--- src/common/ssig_pkg.sv ---
// Constants, register map and carrier types of the six-source interrupt gate
package ssig_pkg;
  // Register byte addresses on the AHB-Lite slave
  localparam logic [7:0] ADDR_IE = 8'h00;
  localparam logic [7:0] ADDR_TCC = 8'h04;
  localparam logic [7:0] ADDR_STAT = 8'h08;
  localparam logic [7:0] ADDR_IEN = 8'h0C;
  localparam logic [7:0] ADDR_ICLR = 8'h10;
  localparam logic [7:0] ADDR_PWR = 8'h14;
  // Enable mask layout; source index equals its enable bit
  localparam int NUM_SRC = 6;
  localparam int IE_GLOBAL = 7;
  localparam logic [7:0] IE_WMASK = 8'hBF;
  localparam logic [7:0] IE_RESET = 8'h00;
  localparam logic [2:0] SRC_EXT_A = 3'h0;
  localparam logic [2:0] SRC_TIMER_A = 3'h1;
  localparam logic [2:0] SRC_EXT_B = 3'h2;
  localparam logic [2:0] SRC_TIMER_B = 3'h3;
  localparam logic [2:0] SRC_SERIAL = 3'h4;
  localparam logic [2:0] SRC_TIMER_C = 3'h5;
  // Third timer control register layout
  localparam int TCC_OVF = 7;
  localparam int TCC_EXT = 6;
  localparam int TCC_BAUD = 4;
  localparam int TCC_EXTEN = 3;
  localparam int TCC_UPDOWN = 0;
  localparam logic [7:0] TCC_WMASK = 8'hD9;
  localparam logic [7:0] TCC_RESET = 8'h00;
  localparam logic [5:0] STAT_RESET = 6'h00;
  // Machine cycle: six states of two phases, one phase per clock
  localparam logic [3:0] PH_LAST = 4'hB;
  localparam logic [3:0] PH_STATE2_PHASE2 = 4'h3;
  localparam logic [3:0] PH_STATE5_PHASE2 = 4'h9;
  // Power state, Gray coded along run -> idle -> power-down
  typedef enum logic [1:0] {
    SSIG_RUN = 2'b00,
    SSIG_IDLE = 2'b01,
    SSIG_PDOWN = 2'b11
  } ssig_pwr_t;
  // AHB-Lite slave inputs and outputs
  typedef struct packed {
    logic hsel;
    logic [31:0] haddr;
    logic [1:0] htrans;
    logic hwrite;
    logic [2:0] hsize;
    logic hready;
    logic [31:0] hwdata;
  } ssig_ahb_in_t;
  typedef struct packed {
    logic hreadyout;
    logic hresp;
    logic [31:0] hrdata;
  } ssig_ahb_out_t;
  // Vector offered to the core sequencer
  typedef struct packed {
    logic valid;
    logic [2:0] vector;
  } ssig_vec_t;
endpackage

--- src/logic/ssig_gate.sv ---
// Six-source interrupt gate with enable mask, third-timer flags and idle wake
`timescale 1ns/10ps

// How it works
// - Six sources exist, each with its own vector number 0 to 5.
// - Each source has its own enable bit that software sets or clears.
// - Bit 7 of the enable mask is a global gate; while low nothing is acknowledged.
// - Enables sit at bit 5 timer C, 4 serial, 3 timer B, 2 line B, 1 timer A, 0 line A.
// - An enable bit of one admits its source and zero blocks it.
// - The timer C request is the OR of its overflow flag and its external flag.
// - Timer C flags stay set on vectoring; the service routine clears them.
// - Timer A and B flags are set at state5_phase2 and polled the next machine cycle.
// - The timer C overflow flag is set at state2_phase2 and polled that same cycle.
// - In idle the gate keeps detecting and polling and keeps its registers.
// - Idle ends when an enabled request is pending, or on hardware reset.
// - Power-down is left only by hardware reset; no interrupt ends it.
// - With external enable set and up/down mode off, a falling edge on the timer C input sets its external flag.
// - In up/down mode the toggling external flag raises no request.
// - In baud mode a timer C rollover does not set the overflow flag.
module ssig_gate (
  input wire logic sys_clk, // 10 MHz core clock
  input wire logic sys_rst, // Asynchronous reset, active high
  input wire ssig_pkg::ssig_ahb_in_t ahb_in, // AHB-Lite slave inputs
  output ssig_pkg::ssig_ahb_out_t ahb_out, // AHB-Lite slave outputs
  input wire logic ext_request_line_a_n, // Pin, request while low
  input wire logic ext_request_line_b_n, // Pin, request while low
  input wire logic timer_c_external_input, // Pin, falling edge event
  input wire logic timer_a_rollover, // One-cycle pulse from timer A
  input wire logic timer_b_rollover, // One-cycle pulse from timer B
  input wire logic timer_c_rollover, // One-cycle pulse from timer C
  input wire logic serial_request, // Level from the serial port
  input wire logic idle_request, // Core pulse entering idle
  input wire logic powerdown_request, // Core pulse entering power-down
  input wire logic core_ack, // Core takes the offered vector
  output ssig_pkg::ssig_vec_t vec_out, // Offered vector, held until taken
  output logic cpu_halted, // High in idle and power-down
  output logic osc_stopped, // High in power-down
  output logic irq // Level: enabled sticky status set
);
  import ssig_pkg::*;

  // Two-stage synchronisers for the three pins
  logic [2:0] sync1, sync2;
  logic tcx_prev;
  logic [3:0] phase, next_phase;
  logic [7:0] interrupt_enable_mask, next_ie;
  logic [7:0] timer_c_control_reg, next_tcc;
  logic [5:0] stat, next_stat, ien, next_ien;
  logic ta_pend, tb_pend, tc_pend, next_ta_pend, next_tb_pend, next_tc_pend;
  logic timer_a_overflow_flag, timer_b_overflow_flag, next_ta_flag, next_tb_flag;
  ssig_vec_t next_vec;
  ssig_pwr_t pwr, next_pwr;
  logic ap_valid, ap_write, next_ap_valid, next_ap_write;
  logic [7:0] ap_addr, next_ap_addr;
  logic [31:0] hrdata, next_hrdata;
  logic [5:0] raw_req, enabled_req;
  logic tc_fall, wr_ie, wr_tcc, poll, acked;
  logic [5:0] disp;

  // Lowest set index wins; fixed order keeps one vector per poll
  function automatic logic [2:0] pick(input logic [5:0] req);
    logic [2:0] idx;
    idx = 3'h0;
    for (int i = NUM_SRC - 1; i >= 0; i--) begin
      if (req[i]) begin
        idx = 3'(i);
      end
    end
    return idx;
  endfunction

  // Decoded read value of one register
  function automatic logic [31:0] rd_mux(input logic [7:0] a, input logic [7:0] ie,
                                         input logic [7:0] tcc, input logic [5:0] st,
                                         input logic [5:0] en, input logic [1:0] pw);
    logic [31:0] d;
    d = 32'h0000_0000;
    if (a == ADDR_IE) begin
      d = {24'h00_0000, ie};
    end else if (a == ADDR_TCC) begin
      d = {24'h00_0000, tcc};
    end else if (a == ADDR_STAT) begin
      d = {26'h000_0000, st};
    end else if (a == ADDR_IEN) begin
      d = {26'h000_0000, en};
    end else if (a == ADDR_PWR) begin
      d = {30'h0000_0000, pw};
    end
    return d;
  endfunction

  // Pin synchronisers; only the second stage is looked at
  always_ff @(posedge sys_clk or posedge sys_rst) begin
    if (sys_rst) begin
      sync1 <= 3'h7;
      sync2 <= 3'h7;
      tcx_prev <= 1'b1;
    end else begin
      sync1 <= {timer_c_external_input, ext_request_line_b_n, ext_request_line_a_n};
      sync2 <= sync1;
      tcx_prev <= sync2[2];
    end
  end

  assign tc_fall = tcx_prev & ~sync2[2];
  // Requests in vector order; up/down mode hides the toggling flag
  assign raw_req = {timer_c_control_reg[TCC_OVF] |
                    (timer_c_control_reg[TCC_EXT] & ~timer_c_control_reg[TCC_UPDOWN]),
                    serial_request, timer_b_overflow_flag, ~sync2[1],
                    timer_a_overflow_flag, ~sync2[0]};
  // Global gate over individual enables
  assign enabled_req = raw_req & interrupt_enable_mask[5:0] &
                       {6{interrupt_enable_mask[IE_GLOBAL]}};
  // Polling stops with the oscillator stopped and while a vector is offered
  assign poll = (phase == PH_STATE5_PHASE2) && (pwr != SSIG_PDOWN) && !vec_out.valid;
  assign acked = vec_out.valid && core_ack;
  assign disp = (poll && enabled_req != 6'h00) ? 6'(6'h01 << pick(enabled_req)) : 6'h00;
  assign wr_ie = ap_valid && ap_write && ap_addr == ADDR_IE;
  assign wr_tcc = ap_valid && ap_write && ap_addr == ADDR_TCC;

  // Bus address phase capture and read data; zero wait states
  always_comb begin
    next_ap_valid = ahb_in.hsel && ahb_in.htrans[1] && ahb_in.hready;
    next_ap_write = ahb_in.hwrite;
    next_ap_addr = ahb_in.haddr[7:0];
    next_hrdata = hrdata;
    if (next_ap_valid && !ahb_in.hwrite) begin
      next_hrdata = rd_mux(ahb_in.haddr[7:0], interrupt_enable_mask, timer_c_control_reg,
                           stat, ien, pwr);
    end
  end

  // One driver for the whole carrier; zero wait states and always OKAY
  assign ahb_out = '{hreadyout: 1'b1, hresp: 1'b0, hrdata: hrdata};

  // Registers, timer flags, vector and machine cycle phase
  always_comb begin
    next_phase = (phase == PH_LAST) ? 4'h0 : 4'(phase + 4'h1);
    // Reserved bit 6 is never stored, so it reads zero whatever is written
    next_ie = wr_ie ? (ahb_in.hwdata[7:0] & IE_WMASK) : interrupt_enable_mask;
    next_ien = (ap_valid && ap_write && ap_addr == ADDR_IEN) ? ahb_in.hwdata[5:0] : ien;
    next_stat = stat;
    if (ap_valid && ap_write && ap_addr == ADDR_ICLR) begin
      next_stat = stat & ~ahb_in.hwdata[5:0];
    end
    // Sticky dispatch events; a set beats a clear in the same cycle
    next_stat = next_stat | disp;
    // Rollover events wait in pending bits for their setting phase
    next_ta_pend = ta_pend | timer_a_rollover;
    next_tb_pend = tb_pend | timer_b_rollover;
    next_tc_pend = tc_pend | timer_c_rollover;
    next_ta_flag = timer_a_overflow_flag;
    next_tb_flag = timer_b_overflow_flag;
    // Hardware clears A and B flags when the core takes their vector
    if (acked && vec_out.vector == SRC_TIMER_A) begin
      next_ta_flag = 1'b0;
    end
    if (acked && vec_out.vector == SRC_TIMER_B) begin
      next_tb_flag = 1'b0;
    end
    // Flags set at the poll edge are seen only by the next cycle's poll
    if (phase == PH_STATE5_PHASE2) begin
      next_ta_flag = next_ta_flag | ta_pend;
      next_tb_flag = next_tb_flag | tb_pend;
      next_ta_pend = timer_a_rollover;
      next_tb_pend = timer_b_rollover;
    end
    next_tcc = wr_tcc ? (ahb_in.hwdata[7:0] & TCC_WMASK) : timer_c_control_reg;
    // Set ahead of the poll in the same cycle
    if (phase == PH_STATE2_PHASE2) begin
      next_tc_pend = timer_c_rollover;
      if (tc_pend && !timer_c_control_reg[TCC_BAUD]) begin
        next_tcc[TCC_OVF] = 1'b1;
        if (timer_c_control_reg[TCC_UPDOWN]) begin
          next_tcc[TCC_EXT] = ~timer_c_control_reg[TCC_EXT];
        end
      end
    end
    // Pin edge counts only when the pin is not the count direction
    if (tc_fall && timer_c_control_reg[TCC_EXTEN] && !timer_c_control_reg[TCC_UPDOWN]) begin
      next_tcc[TCC_EXT] = 1'b1;
    end
    next_vec = vec_out;
    // Timer C flags are untouched when its vector is taken
    if (acked) begin
      next_vec.valid = 1'b0;
    end else if (disp != 6'h00) begin
      next_vec.valid = 1'b1;
      next_vec.vector = pick(enabled_req);
    end
  end

  // Power state; an interrupt can end idle but never power-down
  always_comb begin
    next_pwr = pwr;
    case (pwr)
      SSIG_RUN: begin
        if (powerdown_request) begin
          next_pwr = SSIG_PDOWN;
        end else if (idle_request) begin
          next_pwr = SSIG_IDLE;
        end
      end
      SSIG_IDLE: begin
        if (enabled_req != 6'h00) begin
          next_pwr = SSIG_RUN;
        end
      end
      SSIG_PDOWN: begin
        next_pwr = SSIG_PDOWN;
      end
      default: begin
        next_pwr = SSIG_RUN;
      end
    endcase
  end

  // State registers
  always_ff @(posedge sys_clk or posedge sys_rst) begin
    if (sys_rst) begin
      phase <= 4'h0;
      interrupt_enable_mask <= IE_RESET;
      timer_c_control_reg <= TCC_RESET;
      stat <= STAT_RESET;
      ien <= STAT_RESET;
      ta_pend <= 1'b0;
      tb_pend <= 1'b0;
      tc_pend <= 1'b0;
      timer_a_overflow_flag <= 1'b0;
      timer_b_overflow_flag <= 1'b0;
      vec_out <= '0;
      pwr <= SSIG_RUN;
      ap_valid <= 1'b0;
      ap_write <= 1'b0;
      ap_addr <= 8'h00;
      hrdata <= 32'h0000_0000;
    end else begin
      phase <= next_phase;
      interrupt_enable_mask <= next_ie;
      timer_c_control_reg <= next_tcc;
      stat <= next_stat;
      ien <= next_ien;
      ta_pend <= next_ta_pend;
      tb_pend <= next_tb_pend;
      tc_pend <= next_tc_pend;
      timer_a_overflow_flag <= next_ta_flag;
      timer_b_overflow_flag <= next_tb_flag;
      vec_out <= next_vec;
      pwr <= next_pwr;
      ap_valid <= next_ap_valid;
      ap_write <= next_ap_write;
      ap_addr <= next_ap_addr;
      hrdata <= next_hrdata;
    end
  end

  // Outputs driven from state
  assign cpu_halted = (pwr != SSIG_RUN);
  assign osc_stopped = (pwr == SSIG_PDOWN);
  assign irq = |(stat & ien);
endmodule

--- config.mk ---
export PLATFORM = sky130hd
export DESIGN_NAME = ssig_gate
export DESIGN_NICKNAME = d
export VERILOG_FILES = /design/src/common/ssig_pkg.sv /design/src/logic/ssig_gate.sv
export SDC_FILE = /design/constraint.sdc
export NUM_CORES = 1
export LEC_CHECK = 0
export BUFFER_PORTS_ARGS = -buffer_cell sky130_fd_sc_hd__buf_4
export CAP_MARGIN = 15
export CORE_MARGIN = 10
export CORE_UTILIZATION = 40
export DETAILED_ROUTE_END_ITERATION = 12
export HOLD_SLACK_MARGIN = 0.02
export PLACE_DENSITY_LB_ADDON = 0.2
export SYNTH_ARGS = -nofsm -noshare
export SYNTH_HDL_FRONTEND = slang
export SYNTH_SLANG_ARGS = --single-unit
--- constraint.sdc ---
create_clock -name sys_clk -period 2 [get_ports sys_clk]
set_clock_uncertainty 0.1 [all_clocks]
set_input_delay 0.4 -clock sys_clk [delete_from_list [all_inputs] [get_ports sys_clk]]
set_output_delay 0.4 -clock sys_clk [all_outputs]
set_load 0.02 [all_outputs]
==> impl_metrics.env, run 1 <==
export IMPL_synthToLayoutAreaGrowth_pct=30.35
export IMPL_powerDensity_nw_per_um2=761.5
export IMPL_io_pins=125
export IMPL_htreeDepth=3
export IMPL_cp_required_ns=2.12
export IMPL_path_clk_slew_ns=0.07
export IMPL_post_cts_buffers=0
export IMPL_synth_top_cell_by_area="dfrtp_1"
export IMPL_end_kind="register"
export IMPL_layout_nets=447
export IMPL_swShare=0.2638
export IMPL_placement_io_buffers=46
export IMPL_numClockSinks=64
export IMPL_path_cells="or4_4 -> or2_4 -> nor4_4 -> buf_6 -> mux2_2"
export IMPL_min_period_ns=2.105
export IMPL_die_h_um=108.3
export IMPL_dr_wl_met2_mm=3.455
export IMPL_yosysWarnings=0
export IMPL_start_kind="register"
export IMPL_p_int_w=0.002280
export IMPL_insertion_delay_ns=0.34
export IMPL_fillers=692
export IMPL_root_buffer="clkbuf_8"
export IMPL_met3_length_um=527
export IMPL_seq_area_frac_synth=0.5160
export IMPL_synth_edf_count=0
export IMPL_relSlewSlack=0.6444
export IMPL_overflow=0
export IMPL_row_count=32
export IMPL_place_hpwl_mm=5.934
export IMPL_syn_area_per_cell_um2=11.43
export IMPL_synthesis_area_um2=3120
export IMPL_dieWidth_um=108.3
export IMPL_cp_num_buf_inv=1
export IMPL_wl_mm=7.512
export IMPL_slowest_delay_ns=0.55
export IMPL_grt_max_degree=25
export IMPL_synthFlopType="dfrtp_1"
export IMPL_drc=0
export IMPL_regArea_um2=1610
export IMPL_p_seq_frac=0.446
export IMPL_vias=2292
export IMPL_cp_top_family="simple AND/OR/NAND/NOR gates"
export IMPL_num_antenna_cells=0
export IMPL_slew_viol_final=0
export IMPL_dr_pass1_iters=5
export IMPL_core_area_um2=7647
export IMPL_layout_drive_gt1_share=0.3802
export IMPL_path_max_fanout=7
export IMPL_finalHoldViolCount=0
export IMPL_die_area_um2=11730
export IMPL_yosysMostFrequentCell="dfrtp_1"
export IMPL_grt_first_pass_wirelength_mm=12.39
export IMPL_wire_per_inst_um=16.15
export IMPL_ant_nets=0
export IMPL_yosysTopAreaCellShare=0.4571
export IMPL_path_class="register to register"
export IMPL_switching_power_w=0.0008173
export IMPL_synth_distinct_cells=54
export IMPL_first_global_vias=2444
export IMPL_synthArstFlopShare=1.000
export IMPL_grt_setup_unrepaired="yes"
export IMPL_antenna_found_initial=0
export IMPL_max_cap_violations=0
export IMPL_cts_max_path_buffers=2
export IMPL_clkPwrFrac=0.379
export IMPL_p_leak_nw=1.903
export IMPL_top_layer="met4"
export IMPL_top_regs="ap_addr (8), hrdata (8), interrupt_enable_mask (7)"
export IMPL_grt_usage=0.1349
export IMPL_numCtsBuffers=9
export IMPL_drt_iter0_drc=77
export IMPL_met1_length_mm=3.399
export IMPL_netlist_top_cells_count="dfrtp_1 (57), buf_4 (26), nand2_1 (18)"
export IMPL_multi_input_area_um2=1399
export IMPL_fin_ws_ns=-0.1048
export IMPL_min_path_type="input port to register"
export IMPL_crit_arrival_ns=2.23
export IMPL_synth_area_leaders="dfrtp_1 (46%), buf_4 (6.3%), dfstp_2 (5.9%)"
export IMPL_ir_drop_uv=420.0
export IMPL_violations="setup timing"
export IMPL_setup_violations_final=14
export IMPL_globalplace_congestion=0.8274
export IMPL_preCtsSetupSlack_ns=-0.1386
export IMPL_post_route_period_util=1.052
export IMPL_cp_slowest_cell="or4_4"
export IMPL_viasPerCell=4.929
export IMPL_synthCells=273
export IMPL_clock_fmax_mhz=475.1
export IMPL_tightest_slew_ns=0.5334
export IMPL_p_comb_frac=0.174
export IMPL_cts_tree="done"
export IMPL_start_util=0.4080
export IMPL_finalPower_w=0.003098
export IMPL_outcome="finished with violations"
export IMPL_ys_ff_latch=64
-- placed cells by master (no fill, tap or decap), types with 5 or more instances in the layout --
master	count
mux2_2	5
clkbuf_8	12
o21ai_0	12
dfstp_2	7
a21o_1	7
mux2_4	14
conb_1	26
nor2b_1	5
nor3_1	6
inv_1	12
a22oi_1	5
mux2i_1	7
dfrtp_1	57
a22o_1	5
buf_4	77
nand2_1	18
nand2b_1	8
-- power by group through the flow --
stage,Combinational (W),Clock [W],Sequential (W)
finish,0.000539,0.00118,0.00138
CTS,0.000519,0.00121,0.00138
global route,0.000607,0.00127,0.00139
global placement,0.000503,0,0.00140
floorplan,0.000300,0,0.00141
detailed placement,0.000511,0,0.00141
-- cells by family after synthesis --
group,Yosys count,share of synthesized area
AOI/OAI and AO/OA,60,0.1399
xor gates and xnor gates,1,0.002807
adders and majority gates,5,0.02005
buffers and inverters,46,0.08901
DFF,64,0.5160
muxes,26,0.09463
other,2,0.002407
and+or+nand+nor,69,0.1351
-- per-layer routing --
metal / up-vias / GRT usage
met5: - / 0
li1: 1107 / -
met4: 0 / 0.05273
met3: 13 / 0.04521
met1: 1108 / 0.1686
met2: 64 / 0.2112
-- final cells by class --
type,count,area share
clock buffer,12,0.04060
clock inverter,4,0.01261
inverter,13,0.01292
multi-input combinational,187,0.3439
sequential,64,0.3959
tap,102,0.03137
timing repair buffer,83,0.1627
-- through the flow --
stage | utilization | hold slack [ns] | cell area [um2] | setup TNS [ns] | instances
4_1_cts | 0.5280 | 0.04604 | 4038 | -1.311 | 465
3_5_place_dp | 0.4948 | 0.2468 | 3784 | -1.814 | 448
6_report | 0.5319 | 0.06356 | 4068 | -0.9729 | 465
2_1_floorplan | - | 0.2452 | 3244 | -1.156 | 297
3_3_place_gp | 0.4948 | 0.2458 | 3784 | -1.526 | 448
5_1_grt | 0.5319 | 0.04774 | 4068 | -1.752 | 465
-- final timing paths --
path / endpoint / startpoint / cells past startpoint / slack (ns)
setup / recovery: interrupt_enable_mask[4] / ap_addr[0] / 5 / -0.10
hold / removal: sync1[1] / ext_request_line_b_n / 1 / 0.06
setup reg to reg: interrupt_enable_mask[4] / ap_addr[0] / 5 / -0.10
hold reg to reg: sync2[2] / sync1[2] / 0 / 0.26
max in group asynchronous: sync1[1] / sys_rst / 4 / 0.68
min in group asynchronous: phase[0] / sys_rst / 3 / 0.56
-- repair_timing --
action,in CTS,in global routing
gates resized for setup,5,8
endpoints found under the hold margin,15,0
hold buffers,1,0
endpoints found under the setup margin,20,24
pin swaps,2,3
No activity file was read; power rests on OpenSTA's default activity.
==> run 2, diff against run 1 <==
--- a/config.mk
+++ b/config.mk
@@ -13,3 +13,3 @@
 export HOLD_SLACK_MARGIN = 0.02
-export PLACE_DENSITY_LB_ADDON = 0.2
+export PLACE_DENSITY_LB_ADDON = 0.25
 export SYNTH_ARGS = -nofsm -noshare
==> constraint.sdc (replaced) <==
create_clock -name sys_clk -period 2.1 [get_ports sys_clk]
set_clock_uncertainty 0.1 [all_clocks]
set_input_delay 0.63 -clock sys_clk [delete_from_list [all_inputs] [get_ports sys_clk]]
set_output_delay 0.63 -clock sys_clk [all_outputs]
set_load 0.02 [all_outputs]
==> run 2 against run 1 <==
  * The flow now finishes without violations
  * Critical path depth unchanged
  * Sequential share of layout area is 1.3 points higher
  * Count of clock-buffer cells in the layout up 1
  * Via count increased by 0.52%
  * Global-route usage decreased by 0.60 points
==> impl_metrics.env, run 2 (synthesized netlist as in run 1, its figures left out) <==
export IMPL_drc=0
export IMPL_first_global_vias=2386
export IMPL_final_cell_mix="buf_4 (70), dfrtp_1 (57), conb_1 (26), nand2_1 (18), mux2_2 (16)"
export IMPL_min_period_ns=2.083
export IMPL_wire_per_inst_um=16.21
export IMPL_row_count=32
export IMPL_path_max_fanout=7
export IMPL_max_cap_violations=0
export IMPL_layout_nets=438
export IMPL_place_hpwl_mm=5.825
export IMPL_cts_tree="done"
export IMPL_finalHoldViolCount=0
export IMPL_outcome="finished, final reports clean"
export IMPL_placed_cell_area_um2=3674
export IMPL_grt_first_pass_wirelength_mm=12.03
export IMPL_insertion_delay_ns=0.33
export IMPL_core_area_um2=7647
export IMPL_dieWidth_um=108.3
export IMPL_slew_viol_final=0
export IMPL_hold_slack_ns=0.1892
export IMPL_dr_pass1_iters=4
export IMPL_grt_setup_unrepaired="yes"
export IMPL_min_path_type="input port to async pin"
export IMPL_grt_max_degree=31
export IMPL_mostFrequentLayoutCell="buf_4"
export IMPL_start_kind="register"
export IMPL_fillers=702
export IMPL_ant_nets=0
export IMPL_htreeDepth=3
export IMPL_p_leak_nw=1.845
export IMPL_grt_usage=0.1289
export IMPL_wl_mm=7.393
export IMPL_layout_drive_gt1_share=0.3616
export IMPL_reg2regPathDepth=5
export IMPL_numClockSinks=64
export IMPL_globalplace_congestion=0.8135
export IMPL_top_regs="ap_addr (8), hrdata (8), interrupt_enable_mask (7)"
export IMPL_die_h_um=108.3
export IMPL_start_util=0.4080
export IMPL_post_route_period_util=0.9920
export IMPL_cts_max_path_buffers=2
export IMPL_drt_iter0_drc=94
export IMPL_io_pins=125
export IMPL_antenna_found_initial=0
export IMPL_numCtsBuffers=9
export IMPL_ir_drop_uv=588.6
export IMPL_synthToLayoutAreaGrowth_pct=26.30
export IMPL_vias=2304
export IMPL_crit_arrival_ns=2.20
export IMPL_placement_io_buffers=46
export IMPL_viasPerCell=5.053
export IMPL_root_buffer="clkbuf_8"
export IMPL_tightest_slew_ns=0.5187
export IMPL_end_kind="register"
export IMPL_relSlewSlack=0.6453
export IMPL_powerDensity_nw_per_um2=759.4
export IMPL_num_antenna_cells=0
export IMPL_setup_violations_final=0
export IMPL_path_class="register to register"
export IMPL_finalInstanceArea_um2=3941
export IMPL_overflow=0
export IMPL_die_area_um2=11730
export IMPL_clock_fmax_mhz=480.1
export IMPL_cp_required_ns=2.22
export IMPL_path_clk_slew_ns=0.07
[run 2: cell types whose count changed in the layout (fill, tap and decap cells not counted), moves of 2 or more]
cell,before,now
inv_1,12,10
buf_4,77,70
inv_2,0,2
clkbuf_1,0,2
mux2_4,14,3
mux2_2,5,16
[run 2: path summary, 6_finish.rpt]
kind | start | to | slack (ns)
setup / recovery | ap_addr[0] | interrupt_enable_mask[4] | 0.02
hold / removal | sys_rst | ap_write | 0.19
setup reg to reg | ap_addr[0] | interrupt_enable_mask[4] | 0.02
hold reg to reg | sync1[2] | sync2[2] | 0.26
max in group asynchronous | sys_rst | ien[4] | 1.16
min in group sys_clk | sync1[2] | sync2[2] | 0.26
[run 2: metal layers]
| metal | global-route usage | up-vias | part of all wire |
|---|---|---|---|
| met3 | 0.04997 | 8 | 0.082 |
| met5 | 0 | - | 0 |
| met4 | 0.03484 | 0 | 0.0092 |
| met2 | 0.2026 | 70 | 0.47 |
| li1 | - | 1087 | - |
| met1 | 0.1621 | 1139 | 0.43 |
[run 2: final cells by class]
type | count | area, um2 | area share
Clock buffer | 13 | 158.9 | 0.04032
Clock inverter | 3 | 65.06 | 0.01651
Inverter | 13 | 52.55 | 0.01333
Multi-Input combinational cell | 187 | 1348 | 0.3419
Sequential cell | 64 | 1610 | 0.4086
Tap cell | 102 | 127.6 | 0.03238
Timing Repair Buffer | 74 | 579.3 | 0.1470
[run 2: metrics by stage]
| stage | instances | setup TNS [ns] | worst slack, ns | total power, W | util |
|---|---|---|---|---|---|
| final | 456 | 0 | 0.01689 | 0.002993 | 0.5154 |
| after global routing | 456 | -0.5204 | -0.07066 | 0.003122 | 0.5154 |
| after CTS | 455 | 0 | 0.009165 | 0.003005 | 0.5101 |
| after detailed placement | 439 | -0.6722 | -0.1704 | 0.001807 | 0.4804 |
| after global placement | 439 | -0.5484 | -0.1530 | 0.001793 | 0.4804 |
| after floorplan | 297 | -0.01877 | -0.01877 | 0.001631 | - |
[run 2: report_power, final]
| part | switching, W | internal [W] | leakage [nW] | total [W] |
|---|---|---|---|---|
| Clock | 0.000460 | 0.000733 | 0.114 | 0.00119 |
| Combinational | 0.000269 | 0.000213 | 0.949 | 0.000482 |
| Sequential | 0.0000292 | 0.00129 | 0.782 | 0.00132 |
[run 2: worst max-delay path: stages, from the launching register on]
cell and delay [ns]:
dfrtp_1 0.36, or4_4 0.55, or2_4 0.29, nor4_4 0.16
buf_6 0.18, mux2_2 0.33
[run 2: what timing repair did]
item | CTS | global route
pin swaps | 1 | 2
resized for setup | 1 | 8
buffers inserted | 0 | 1
hold buffers | 0 | 0
endpoints found under the setup margin | 8 | 19
